### config.mk
export PLATFORM = sky130hd
export DESIGN_NAME = pie_top
export DESIGN_NICKNAME = d
export VERILOG_FILES = /design/src/verilog/pie_pkg.sv /design/src/verilog/pie_evt_bank.sv /design/src/verilog/pie_top.sv
export SDC_FILE = /design/constraint.sdc
export NUM_CORES = 1
export LEC_CHECK = 0
export ABC_AREA = 1
export BUFFER_PORTS_ARGS = -buffer_cell sky130_fd_sc_hd__buf_2
export CORE_MARGIN = 2
export CORE_UTILIZATION = 30
export DETAILED_ROUTE_END_ITERATION = 8
export PLACE_DENSITY = 0.61
export SLEW_MARGIN = 10
export SYNTH_ARGS = -nofsm -noshare
export SYNTH_HDL_FRONTEND = slang
export SYNTH_SLANG_ARGS = --single-unit
### constraint.sdc
create_clock -name CLK -period 1.6 [get_ports CLK]
set_input_delay 0.16 -clock CLK [delete_from_list [all_inputs] [get_ports CLK]]
set_output_delay 0.16 -clock CLK [all_outputs]
set_load 0.01 [all_outputs]
### src/verilog/pie_pkg.sv
// Summary of operation
// - No peripheral request reaches the core unless the group enable is set.
// - Without a UART, enable bits five and four ignore writes, read zero.
// - Enable bit three passes or blocks the serial port interrupt.
// - Enable bit two passes or blocks the capture/compare one interrupt.
// - Enable bit one passes or blocks the timer two period match interrupt.
// - Enable bit zero passes or blocks the timer one overflow interrupt.
// - With a UART, a writable enable bit gates the UART receive interrupt.
// - With a UART, enable bit four gates the UART transmit interrupt.
// - Reset clears every implemented enable bit, so all sources start disabled.
// - Flags are set by their condition, regardless of any enable bit.
// - A clear global enable blocks every peripheral request to the core.
`default_nettype none
package pie_pkg;
  localparam int unsigned ADDR_W = 12;
  localparam int unsigned REG_W = 8;

  // Byte addresses on the register bus
  localparam logic [11:0] ADDR_CONTROL = 12'h088;
  localparam logic [11:0] ADDR_ENABLE = 12'h08c;
  localparam logic [11:0] ADDR_EVT_STATUS = 12'h090;
  localparam logic [11:0] ADDR_EVT_MASK = 12'h094;
  localparam logic [11:0] ADDR_REQUEST = 12'h098;

  // Control register field positions
  localparam int unsigned BIT_GLOBAL = 7;
  localparam int unsigned BIT_GROUP = 6;

  // Enable register field positions
  localparam int unsigned BIT_UART_RX = 5;
  localparam int unsigned BIT_UART_TX = 4;

  // Writable enable bits per variant
  localparam logic [7:0] ENABLE_WMASK_BASIC = 8'hcf;
  localparam logic [7:0] ENABLE_WMASK_UART = 8'hff;
  // Sources that raise events (reserved bits never do)
  localparam logic [7:0] SRC_MASK_BASIC = 8'h0f;
  localparam logic [7:0] SRC_MASK_UART = 8'h3f;

  localparam logic [7:0] RESET_ENABLE = 8'h00;
  localparam logic [7:0] RESET_CONTROL = 8'h00;
  localparam logic [7:0] RESET_MASK = 8'h00;

  // One bit per enable register position
  typedef struct packed {
    logic [1:0] reserved;
    logic uart_receive;
    logic uart_transmit;
    logic serial_port;
    logic capcomp1;
    logic timer2_match;
    logic timer1_overflow;
  } pie_src_type;

  typedef struct packed {
    logic global_irq_enable;
    logic peripheral_group_enable;
  } pie_ctrl_type;
endpackage
`default_nettype wire

### src/verilog/pie_evt_bank.sv
`timescale 1ns/10ps
`default_nettype none
module pie_evt_bank #(
  parameter int unsigned WIDTH = 8
) (
  input wire logic clk,
  input wire logic rst,
  input wire logic [WIDTH-1:0] src_en,
  input wire logic [WIDTH-1:0] level,
  input wire logic [WIDTH-1:0] clear,
  output logic [WIDTH-1:0] status_q
);
  logic [WIDTH-1:0] level_q;

  always_ff @(posedge clk) begin
    if (rst) begin
      level_q <= '0;
    end else begin
      level_q <= level;
    end
  end

  genvar i;
  generate
    for (i = 0; i < WIDTH; i++) begin : g_bit
      // Rising flag edge sets the bit; a set in the clearing cycle wins
      always_ff @(posedge clk) begin
        if (rst) begin
          status_q[i] <= 1'b0;
        end else if (src_en[i] && level[i] && !level_q[i]) begin
          status_q[i] <= 1'b1;
        end else if (clear[i]) begin
          status_q[i] <= 1'b0;
        end
      end
    end
  endgenerate
endmodule
`default_nettype wire

### src/verilog/pie_top.sv
`timescale 1ns/10ps
`default_nettype none
module pie_top #(
  parameter bit UART_VARIANT = 1'b0
) (
  input wire logic CLK,
  input wire logic RST,
  input wire logic PSEL,
  input wire logic PENABLE,
  input wire logic PWRITE,
  input wire logic [11:0] PADDR,
  input wire logic [31:0] PWDATA,
  input wire logic [3:0] PSTRB,
  output logic [31:0] PRDATA,
  output logic PREADY,
  output logic PSLVERR,
  input wire pie_pkg::pie_src_type FLAGS,
  output pie_pkg::pie_src_type SRC_REQ,
  output logic CORE_IRQ,
  output logic IRQ
);
  localparam logic [7:0] ENABLE_WMASK = UART_VARIANT ? pie_pkg::ENABLE_WMASK_UART : pie_pkg::ENABLE_WMASK_BASIC;
  localparam logic [7:0] SRC_MASK = UART_VARIANT ? pie_pkg::SRC_MASK_UART : pie_pkg::SRC_MASK_BASIC;

  pie_pkg::pie_src_type enable_q;
  pie_pkg::pie_ctrl_type ctrl_q;
  logic [7:0] evt_mask_q;
  logic [7:0] evt_status;
  logic [7:0] evt_clear;
  logic [7:0] gated;
  logic setup_phase;
  logic access_done;
  logic wr_done;
  logic rd_done;
  logic addr_ok;
  logic [7:0] rd_byte;
  logic byte0_wr;
  logic [7:0] wdata8;

  assign setup_phase = PSEL && !PENABLE;
  assign access_done = PSEL && PENABLE && PREADY;
  assign wr_done = access_done && PWRITE && !PSLVERR;
  assign rd_done = access_done && !PWRITE && !PSLVERR;
  assign byte0_wr = wr_done && PSTRB[0];
  assign wdata8 = PWDATA[7:0];

  always_comb begin
    addr_ok = 1'b1;
    rd_byte = 8'h00;
    unique case (PADDR)
      pie_pkg::ADDR_CONTROL: begin
        rd_byte[pie_pkg::BIT_GLOBAL] = ctrl_q.global_irq_enable;
        rd_byte[pie_pkg::BIT_GROUP] = ctrl_q.peripheral_group_enable;
      end
      pie_pkg::ADDR_ENABLE: begin
        rd_byte = enable_q & ENABLE_WMASK;
      end
      pie_pkg::ADDR_EVT_STATUS: begin
        rd_byte = evt_status;
      end
      pie_pkg::ADDR_EVT_MASK: begin
        rd_byte = evt_mask_q;
      end
      pie_pkg::ADDR_REQUEST: begin
        rd_byte = SRC_REQ;
      end
      default: begin
        addr_ok = 1'b0;
      end
    endcase
  end

  // Zero wait state slave: ready one cycle after setup
  always_ff @(posedge CLK) begin
    if (RST) begin
      PREADY <= 1'b0;
      PSLVERR <= 1'b0;
      PRDATA <= 32'h0000_0000;
    end else begin
      PREADY <= setup_phase;
      if (setup_phase) begin
        PSLVERR <= !addr_ok;
        PRDATA <= (addr_ok && !PWRITE) ? {24'h00_0000, rd_byte} : 32'h0000_0000;
      end else if (access_done) begin
        PSLVERR <= 1'b0;
      end
    end
  end

  // Enable register; reserved top bits are stored as written
  always_ff @(posedge CLK) begin
    if (RST) begin
      enable_q <= pie_pkg::RESET_ENABLE;
    end else if (byte0_wr && PADDR == pie_pkg::ADDR_ENABLE) begin
      enable_q <= wdata8 & ENABLE_WMASK;
    end
  end

  always_ff @(posedge CLK) begin
    if (RST) begin
      ctrl_q <= pie_pkg::RESET_CONTROL[1:0];
    end else if (byte0_wr && PADDR == pie_pkg::ADDR_CONTROL) begin
      ctrl_q.global_irq_enable <= wdata8[pie_pkg::BIT_GLOBAL];
      ctrl_q.peripheral_group_enable <= wdata8[pie_pkg::BIT_GROUP];
    end
  end

  always_ff @(posedge CLK) begin
    if (RST) begin
      evt_mask_q <= pie_pkg::RESET_MASK;
    end else if (byte0_wr && PADDR == pie_pkg::ADDR_EVT_MASK) begin
      evt_mask_q <= wdata8 & SRC_MASK;
    end
  end

  // Each bit gates its own source: 0 timer1, 1 timer2, 2 capture_compare_one, 3 ssp, 4 tx, 5 rx
  assign gated = FLAGS & enable_q & SRC_MASK;

  always_ff @(posedge CLK) begin
    if (RST) begin
      SRC_REQ <= '0;
      CORE_IRQ <= 1'b0;
    end else begin
      if (ctrl_q.global_irq_enable && ctrl_q.peripheral_group_enable) begin
        SRC_REQ <= gated;
        CORE_IRQ <= |gated;
      end else begin
        SRC_REQ <= '0;
        CORE_IRQ <= 1'b0;
      end
    end
  end

  // Clear only the bits the read reported, so an event landing at the setup edge survives
  assign evt_clear = (rd_done && PADDR == pie_pkg::ADDR_EVT_STATUS) ? PRDATA[7:0] : 8'h00;

  // Events follow the raw flags, not the enables
  pie_evt_bank #(
    .WIDTH(pie_pkg::REG_W)
  ) u_evt (
    .clk(CLK),
    .rst(RST),
    .src_en(SRC_MASK),
    .level(FLAGS),
    .clear(evt_clear),
    .status_q(evt_status)
  );

  always_ff @(posedge CLK) begin
    if (RST) begin
      IRQ <= 1'b0;
    end else begin
      IRQ <= |(evt_status & evt_mask_q);
    end
  end
endmodule
`default_nettype wire
After elaboration in Yosys (flattened, before gate mapping) --
Index checks and enable logic that the tools add are counted.
Storage, ports and cells: flip-flop bits (word level) 40, input port bits 61, output and inout bits 44, logic and storage cells 83
Cells by class: equal/unequal tests 5, mux-type cells 15, bitwise operators 3, reductions and logical operators 35
Operator list (count):
- equality test 12 x 8 -> 1 bit, second input constant | 5
- case mux 6 bit (4 select lines) | 1
- logical AND 1 bit | 18
- 2-to-1 mux 1 bit | 11
- nonzero test 2 bit | 5
- AND 4 bit | 2
- zero test 1 bit | 8
- 2-to-1 mux 8 bit | 1
- OR reduction 8 bit | 1
- case mux 2 bit (3 select lines) | 1
- OR reduction 5 bit | 1
- 2-to-1 mux 4 bit | 1
- OR reduction 4 bit | 1
- OR reduction 2 bit | 1
- NOT 1 bit | 1

Depth between registers and ports, before layout --
Gate-level depths: netlist (run 1).
word-level depth 8, gate-level depth with buffers 11, mapped depth without buffers 10

Modules after synthesis --
From an unflattened synthesis (run 1), not the netlist that was laid out.
Second synthesis, totals: cell total of the unflattened synthesis 324, area total of the unflattened synthesis 2263.4 µm²
Modules (own cells, without submodules):
- pie_top | instances 1, cells each 250, area each 1667.8 µm², seq. area each 560.5 µm²
- pie_evt_bank | instances 1, cells each 74, area each 595.6 µm², seq. area each 320.3 µm²

Least setup slack after synthesis (run 1) --
OpenSTA, ideal clock, no wires.
path kind reg2reg, start register PREADY, end register evt_mask_q[0], library setup time 0.123 ns, data arrival time 1.163 ns, required time 1.477 ns, path slack 0.314 ns, stages on the path, launching flop included 6, buffers on the path 0, clock period less this slack 1.286 ns, cell sequence dfxtp_1 -> nand3_1 -> nor3_1 -> nand3_1 -> o21ai_0 -> a21oi_1
Between the ends: word-level cells in the longest chain between the ends 5
Ends and longest elaborated chain:
- start: declaration | line pie_top.sv:15 | output logic PREADY,
- start signal: assignment | line pie_top.sv:80 | PREADY <= setup_phase;
- logical AND 1 bit | line pie_top.sv:41 | assign access_done = PSEL && PENABLE && PREADY;
- logical AND 1 bit (2 in series) | line pie_top.sv:42 | assign wr_done = access_done && PWRITE && !PSLVERR;
- logical AND 1 bit | line pie_top.sv:44 | assign byte0_wr = wr_done && PSTRB[0];
- logical AND 1 bit | line pie_top.sv:111 | end else if (byte0_wr && PADDR == pie_pkg::ADDR_EVT_MASK) begin
- end signal: assignment | line pie_top.sv:110 | evt_mask_q <= pie_pkg::RESET_MASK;
- end signal: assignment | line pie_top.sv:112 | evt_mask_q <= wdata8 & SRC_MASK;
- end: declaration | line pie_top.sv:27 | logic [7:0] evt_mask_q;
Every way passes these cells. A chain may end at the register's enable or synchronous reset.

Worst setup path after layout (run 1) --
start register PREADY, end register evt_mask_q[1]
Same word-level chain as after synthesis.

==> results.py, run 1 <==
metrics = {
    "clock_network": {
        "cts_buffer_depth": 2,
        "root_buffer": "clkbuf_8",
        "cts_buffers": 5,
        "cts_tree": "yes",
        "cts-htree-levels": 2,
        "postCtsSetupBuffers": 0,
        "clk_pin_slew_ns": 0.07,
        "clock_latency_ns": 0.29,
        "cts_hold_buf": 0,
        "ctsResizeCount": 0,
        "cts.sinks": 34,
    },
    "detailed_routing": {
        "drc_errors": 0,
        "vias_per_cell": 4.29,
        "first_pass_iters": 4,
        "wl_mm": 3.94,
        "num_vias": 1614,
        "wl_per_cell_um": 10.5,
        "drt_iter0_drc": 111,
        "ant_nets": 0,
    },
    "min_path": {
        "worstHoldPathCells": 3,
        "worstHoldStart": "FLAGS[0]",
        "min_to": "u_evt.level_q[0]",
        "hold_class": "in -> reg",
    },
    "timing": {
        "hold_violations": 0,
        "post-route-period-util_pct": 84.4,
        "report.final.slew_viol_count": 0,
        "period_needed_ns": 1.35,
        "setup-tns-final_ns": 0,
        "fin_ws_ns": 0.249,
        "skew_ns": 0.00938,
        "max_clock_freq_mhz": 740,
        "setup_viol": 0,
        "timing.hold.ws_ns": 0.109,
        "rsz0062_at_grt": "no",
    },
    "power_and_ir_drop": {
        "total_power_mw": 1.62,
        "p_leak_nw": 0.958,
        "vdd_drop_max_uv": 244,
        "power_density_nw_per_um2": 786,
    },
    "synthesis": {
        "synth.distinct_cells": 27,
        "synth.most_common_cell": "nand2_1",
        "ys_seq_area_share_pct": 38.7,
        "synth_edf_count": 0,
        "synth_top_cell_by_area": "dfxtp_1",
        "ys.flop_type": "dfxtp_1",
        "synthTopCellsByArea": "dfxtp_1 39%, buf_4 13%, nand2_1 11%, nand3_1 7.1%, inv_1 6.2%",
        "synth_cells": 251,
        "netlist.area_leader.share_pct": 38.7,
        "netlist_area_um2": 1760,
        "synth_seq_cells": 34,
        "syn_avg_cell_area_um2": 7.00,
        "synth_commonest_cells": "52 x nand2_1, 34 x dfxtp_1, 30 x buf_4",
        "synth_warnings": 0,
        "synthArstFlopShare_pct": 0,
    },
    "global_routing": {
        "grt_usage_pct": 13.0,
        "grt_max_degree": 15,
        "grt_antenna_before_repair": 0,
        "grt_pass1_wl_mm": 6.44,
        "grt_pass1_vias": 1450,
        "grt-ovfl-total": 0,
    },
    "critical_path": {
        "reg2reg_from": "PREADY",
        "regToRegEndpoint": "evt_mask_q[1]",
        "r2r_slack_ns": 0.25,
        "required_ns": 1.78,
        "crit_chain": "nand3_1 > nor3_1 > buf_4 > nand3_1 > buf_4 > o21ai_0 > a21oi_1",
        "cpPeakStageDelay_ns": 0.33,
        "path_class": "reg -> reg",
        "worstSetupStartpointType": "flop",
        "critPathTopFamily": "simple AND/OR/NAND/NOR gates",
        "critical_path.slowest_cell": "dfxtp_1",
        "path_buf_inv": 2,
        "critPathCaptureType": "flop",
        "cp_max_fo": 8,
        "worstRegToRegCells": 7,
        "worstPathArrival_ns": 1.53,
    },
    "placed_design": {
        "place_hpwl_mm": 3.24,
        "place_ws_ns": 0.178,
        "placed_area_um2": 1990,
        "port_buffers": 41,
        "routabilityCongestion": 0.881,
    },
    "die": {
        "rows": 27,
        "start_util_pct": 31.5,
        "core-area_um2": 5570,
        "die-area_um2": 6490,
        "ios": 105,
        "die_height_um": 80.6,
        "die_w_um": 80.6,
    },
    "cells_and_area": {
        "drive_gt1_share_pct": 22.4,
        "fin_area_um2": 2070,
        "finalNetCount": 365,
        "num_antenna_cells": 0,
        "area_growth_pct": 17.6,
    },
    "run_status": {
        "outcome": "finished clean",
    },
    "run": {
        "drv_cap": 0,
    },
}
flip-flops by register name (all words and copies together), names as in the netlist:
name	flops
PRDATA	6
enable_q	6
SRC_REQ	4
evt_mask_q	4
u_evt.level_q	4
u_evt.status_q	4
ctrl_q	2
CORE_IRQ	1
IRQ	1
PREADY	1
PSLVERR	1
tightest hold or removal path: cells and delay by family:
kind	cells	cell delay (ns)
buf+inv	2	0.15
simple gates	1	0.04
per-layer routing:
metal | global-route usage (%) | share of wire (%)
met5 | 0 | 0
met4 | 5.08 | 1.2
met3 | 3.48 | 6.5
met2 | 20.9 | 46
met1 | 16.5 | 47
through the flow:
step           cells  util [%]
2_1_floorplan    280         -
3_3_place_gp     369      35.7
3_5_place_dp     369      35.7
4_1_cts          376      37.1
5_1_grt          376      37.1
6_report         376      37.1
worst max-delay path by stage:
stage                         end  cells after the start  slack (ns)       from
floorplan           evt_mask_q[0]                      5        0.31     PREADY
global placement        PRDATA[2]                     11        0.20  PADDR[11]
detailed placement      PRDATA[6]                     10        0.18  PADDR[11]
CTS                   enable_q[0]                      7        0.25     PREADY
global route          enable_q[0]                      7        0.04     PREADY
finish              evt_mask_q[1]                      7        0.25     PREADY
cells by family (layout without fill, tap and decap cells):
logic type             Yosys count  in the layout  synth area share (%)
DFF                             34             34                  38.7
other                            1             30                 0.213
and+or+nand+nor                115            115                  28.6
AOI/OAI and AO/OA               36             36                  11.7
buffers and inverters           65             89                  20.8
power breakdown:
part / switching [mW] / internal, mW
sequential: 0.0140 / 0.867
clock: 0.298 / 0.291
combinational: 0.103 / 0.0505
total: 0.414 / 1.21
placed cells by master (no fill, tap or decap):
cell / instances
nand2_1: 52
buf_2: 41
dfxtp_1: 34
conb_1: 30
inv_1: 29
nor2_1: 28
nand3_1: 25
a21oi_1: 14
o21ai_0: 12
buf_4: 10
clkbuf_8: 5
nand2_2: 2
nor2_4: 2
inv_2: 2
nand4_1: 2
o22ai_1: 2
a21oi_2: 2
a211oi_1: 2
a41oi_1: 2
clkinv_2: 2
nor3_1: 1
nor2_2: 1
o21ai_1: 1
nor4_1: 1
o31ai_1: 1
nor4_2: 1
final cells by class:
type	instances	area (um^2)
clock buffer	5	68.8
clock inverter	2	10.0
fill	630	3510
inverter	31	116
multi-input combinational	181	821
sequential	34	681
tap	72	90.1
timing repair buffer	51	280
(Power assumes the default switching activity.)
==> run 2: changes to the inputs <==
Clock period 1.6 ns to 1.3 ns, I/O delays scaled along.
==> results.py, run 2 (same netlist as run 1, synthesis figures left out) <==
metrics = {
    "run_status": {
        "outcome": "finished clean",
    },
    "global_routing": {
        "grt_use_met1_pct": 17.6,
        "grt_antenna_before_repair": 0,
        "grt_max_degree": 14,
        "met3_usage_pct": 3.26,
        "grt_usage_pct": 14.2,
        "grt-ovfl-total": 0,
        "grtUsageMet2_pct": 22.9,
        "top_usage_layer": "met2",
        "grt_pass1_vias": 1600,
        "grt_pass1_wl_mm": 7.01,
    },
    "timing": {
        "report.final.slew_viol_count": 0,
        "max_clock_freq_mhz": 806,
        "hold_violations": 0,
        "rsz0062_at_grt": "yes",
        "period_needed_ns": 1.24,
        "timing.hold.ws_ns": 0.0848,
        "setup_viol": 0,
        "skew_ns": 0.00566,
        "setup-tns-final_ns": 0,
        "post-route-period-util_pct": 95.4,
        "fin_ws_ns": 0.0599,
    },
    "clock_network": {
        "cts-htree-levels": 2,
        "cts_buffers": 5,
        "clock_latency_ns": 0.29,
        "cts_buffer_depth": 2,
        "cts_tree": "yes",
        "cts_hold_buf": 0,
        "cts.sinks": 34,
        "root_buffer": "clkbuf_8",
        "clk_pin_slew_ns": 0.07,
    },
    "cells_and_area": {
        "postLayoutCoreUtil_pct": 39.8,
        "multi_input_area_um2": 846,
        "fin_area_um2": 2220,
        "final_common_cell": "nand2_1",
        "finalNetCount": 377,
        "stdcell_count": 388,
        "top_regs": "PRDATA: 6 flops, enable_q: 6 flops",
        "area_growth_pct": 26.3,
        "num_antenna_cells": 0,
        "layout_common_cells": "52 x nand2_1, 41 x buf_2, 33 x dfxtp_1",
        "drive_gt1_share_pct": 27.5,
        "fillers": 633,
        "register_area_um2": 682,
    },
    "min_path": {
        "worstHoldPathCells": 3,
        "hold_class": "in -> reg",
        "worstHoldStart": "FLAGS[0]",
        "min_to": "u_evt.level_q[0]",
    },
    "detailed_routing": {
        "wl_per_cell_um": 10.8,
        "drt_iter0_drc": 77,
        "num_vias": 1684,
        "drc_errors": 0,
        "wl_mm": 4.20,
        "first_pass_iters": 4,
        "vias_per_cell": 4.34,
        "ant_nets": 0,
    },
    "critical_path": {
        "critPathCaptureType": "flop",
        "regToRegEndpoint": "enable_q[0]",
        "worstRegToRegCells": 7,
        "path_buf_inv": 3,
        "worstSetupStartpointType": "flop",
        "critPathTopFamily": "buffers and inverters",
        "crit_top_cell": "buf_4",
        "crit_chain": "nand3_2 > nor3_2 > buf_4 > nand2_1 > buf_6 > buf_4 > a21oi_1",
        "worstPathArrival_ns": 1.46,
        "r2r_slack_ns": 0.06,
        "cp_max_fo": 10,
        "critical_path.slowest_cell": "dfxtp_2",
        "reg2reg_from": "PREADY",
        "path_class": "reg -> reg",
        "required_ns": 1.52,
        "cpPeakStageDelay_ns": 0.33,
    },
    "run": {
        "drv_cap": 0,
    },
    "placed_design": {
        "place_ws_ns": -0.162,
        "placed_area_um2": 2070,
        "routabilityCongestion": 0.865,
        "place_hpwl_mm": 3.36,
        "dpl.cell_count": 380,
        "port_buffers": 41,
    },
    "die": {
        "start_util_pct": 31.5,
        "die_w_um": 80.6,
        "die_height_um": 80.6,
        "die-area_um2": 6490,
        "ios": 105,
        "rows": 27,
        "core-area_um2": 5570,
    },
    "power_and_ir_drop": {
        "total_power_mw": 2.28,
        "vdd_drop_max_uv": 474,
        "power_density_nw_per_um2": 1030,
        "p_leak_nw": 1.03,
    },
}
## run 2: changes by cell type in the layout (fill, tap and decap cells not counted), moves of 2 or more
| cell | change |
|---|---|
| a21oi_1 | -2 |
| clkinv_2 | -2 |
| a21oi_2 | +2 |
| buf_4 | +11 |
| nand3_1 | -2 |
| nand3_2 | +2 |
| o21ai_1 | +3 |
| o21ai_0 | -3 |
## run 2: power breakdown
| group | internal (mW) | switching (mW) |
|---|---|---|
| Clock | 0.613 | 0.380 |
| Sequential | 1.07 | 0.0157 |
| Combinational | 0.0725 | 0.133 |
## run 2: area by class of cell
type / count / area share [%]
clock buffer: 6 / 3.72
clock inverter: 1 / 1.35
inverter: 31 / 5.24
multi-input combinational: 181 / 38.1
sequential: 34 / 30.7
tap: 72 / 4.06
timing repair buffer: 63 / 16.8
## run 2: how the worst max path moves through the flow
| stage | from | end | cells after the start |
|---|---|---|---|
| after floorplan | PREADY | evt_mask_q[0] | 5 |
| after CTS | PREADY | enable_q[0] | 7 |
| after detailed placement | PADDR[11] | evt_mask_q[0] | 8 |
| after global placement | PADDR[11] | evt_mask_q[3] | 8 |
| after global routing | PREADY | enable_q[0] | 7 |
| final | PREADY | enable_q[0] | 7 |
## run 2: worst min-delay path: cells and delay by family
kind / cells / cell delay [ns]
buffers and inverters: 2 / 0.16
and+or+nand+nor: 1 / 0.04
## run 2: layer usage
metal,up-vias,wire length (um)
li1,873,-
met1,753,1990
met2,46,1910
met3,12,206
met4,0,91
met5,-,0
## run 2: what timing repair did
action                                  CTS  global route
buffers inserted                          0             1
hold endpoints to repair                  0             0
gates resized for setup                   4             7
endpoints found under the setup margin    8            13
pin swaps                                 0             1
==> run 3: changes to the inputs <==
Settings changed: CORE_MARGIN 2 to default, CORE_UTILIZATION 30 to 43, PLACE_DENSITY 0.61 to 0.81.
==> results.py, run 3 (same netlist as run 1, synthesis figures left out) <==
metrics = {
    "global_routing": {
        "grt_max_degree": 14,
        "grt_antenna_before_repair": 0,
        "grt_pass1_vias": 1594,
        "grt_usage_pct": 20.5,
        "grt-ovfl-total": 0,
        "grt_pass1_wl_mm": 6.62,
    },
    "critical_path": {
        "worstSetupStartpointType": "flop",
        "worstPathArrival_ns": 1.43,
        "worstRegToRegCells": 6,
        "cp_max_fo": 7,
        "path_class": "reg -> reg",
        "critPathCaptureType": "flop",
        "required_ns": 1.53,
    },
    "timing": {
        "worstMarginPinSlew_ns": 0.554,
        "max_clock_freq_mhz": 829,
        "setup_viol": 0,
        "rsz0062_at_grt": "no",
        "hold_violations": 0,
        "skew_ns": 0.00536,
        "period_needed_ns": 1.21,
        "report.final.slew_viol_count": 0,
        "fin_ws_ns": 0.0941,
        "post-route-period-util_pct": 92.8,
        "slew_headroom_pct": 62.7,
    },
    "clock_network": {
        "cts_buffer_depth": 2,
        "clk_pin_slew_ns": 0.07,
        "cts_hold_buf": 0,
        "root_buffer": "clkbuf_8",
        "cts_tree": "yes",
        "cts_buffers": 5,
        "postCtsSetupBuffers": 0,
        "cts-htree-levels": 2,
        "cts.sinks": 34,
        "clock_latency_ns": 0.29,
    },
    "run": {
        "drv_cap": 0,
    },
    "min_path": {
        "hold_class": "in -> reg",
        "worstHoldPathCells": 3,
    },
    "die": {
        "die-area_um2": 4350,
        "die_w_um": 65.9,
        "core-area_um2": 3800,
        "rows": 22,
        "start_util_pct": 46.3,
        "die_height_um": 65.9,
        "ios": 105,
    },
    "detailed_routing": {
        "drc_errors": 0,
        "first_pass_iters": 4,
        "num_vias": 1731,
        "drt_iter0_drc": 74,
        "wl_mm": 4.05,
        "vias_per_cell": 4.73,
        "ant_nets": 0,
        "wl_per_cell_um": 11.1,
    },
    "cells_and_area": {
        "postLayoutCoreUtil_pct": 57.9,
        "fillers": 386,
        "final_common_cell": "nand2_1",
        "multi_input_area_um2": 852,
        "drive_gt1_share_pct": 27.4,
        "num_antenna_cells": 0,
        "stdcell_count": 366,
        "register_area_um2": 682,
        "layout_common_cells": "51 x nand2_1, 41 x buf_2, 33 x dfxtp_1",
        "top_regs": "PRDATA: 6 flops, enable_q: 6 flops",
        "finalNetCount": 378,
        "area_growth_pct": 25.1,
    },
    "placed_design": {
        "port_buffers": 41,
        "place_ws_ns": -0.133,
        "dpl.cell_count": 358,
        "routabilityCongestion": 0.875,
        "place_hpwl_mm": 3.11,
    },
    "power_and_ir_drop": {
        "power_density_nw_per_um2": 955,
        "vdd_drop_max_uv": 705,
        "total_power_mw": 2.10,
        "p_leak_nw": 1.05,
    },
    "run_status": {
        "outcome": "finished clean",
    },
}
## run 3: cell type report
class,instances,share of cell area [%]
Multi-Input combinational cell,181,38.7
Sequential cell,34,31.0
Timing Repair Buffer,64,17.9
Inverter,31,5.29
Clock buffer,6,3.75
Tap cell,48,2.73
Clock inverter,2,0.569
## run 3: critical path: stages (launching register included)
cell     delay [ns]
dfxtp_2        0.34
nand3_2        0.10
nor3_2         0.12
buf_4          0.17
nand3_2        0.13
buf_4          0.17
a21oi_1        0.12
## run 3: stage by stage
stage / TNS [ns] / area [um^2] / hold slack (ns)
final: 0 / 2200 / 0.0830
after global routing: 0 / 2200 / 0.0830
after CTS: 0 / 2180 / 0.0728
after global placement: -0.981 / 2070 / 0.387
after detailed placement: -1.74 / 2070 / 0.389
after floorplan: 0 / 1870 / 0.213
## run 3: worst paths after layout
kind / startpoint / to / slack (ns)
worst max register to register: PREADY / evt_mask_q[0] / 0.09
worst min-delay path: FLAGS[3] / u_evt.level_q[3] / 0.08
worst max-delay path: PREADY / evt_mask_q[0] / 0.09
worst min register to register: u_evt.level_q[3] / u_evt.status_q[3] / 0.45
## run 3: repair_timing
action | 4_1_cts | 5_1_grt
pin swaps | 0 | 0
endpoints found under the setup margin | 10 | 13
resized for setup | 3 | 9
## run 3: where the power goes
group / total [mW] / internal (mW) / switching [mW]
Sequential: 1.08 / 1.07 / 0.0172
Combinational: 0.207 / 0.0739 / 0.133
Clock: 0.810 / 0.425 / 0.385
Total: 2.10 / 1.57 / 0.535
## run 3: layer usage
layer | part of all wire (%) | GRT usage, % | wire length [um]
met4 | 2.5 | 10.9 | 102
met2 | 48 | 35.2 | 1930
met1 | 43 | 23.5 | 1720
met3 | 7.3 | 4.66 | 294
met5 | 0 | 0 | 0
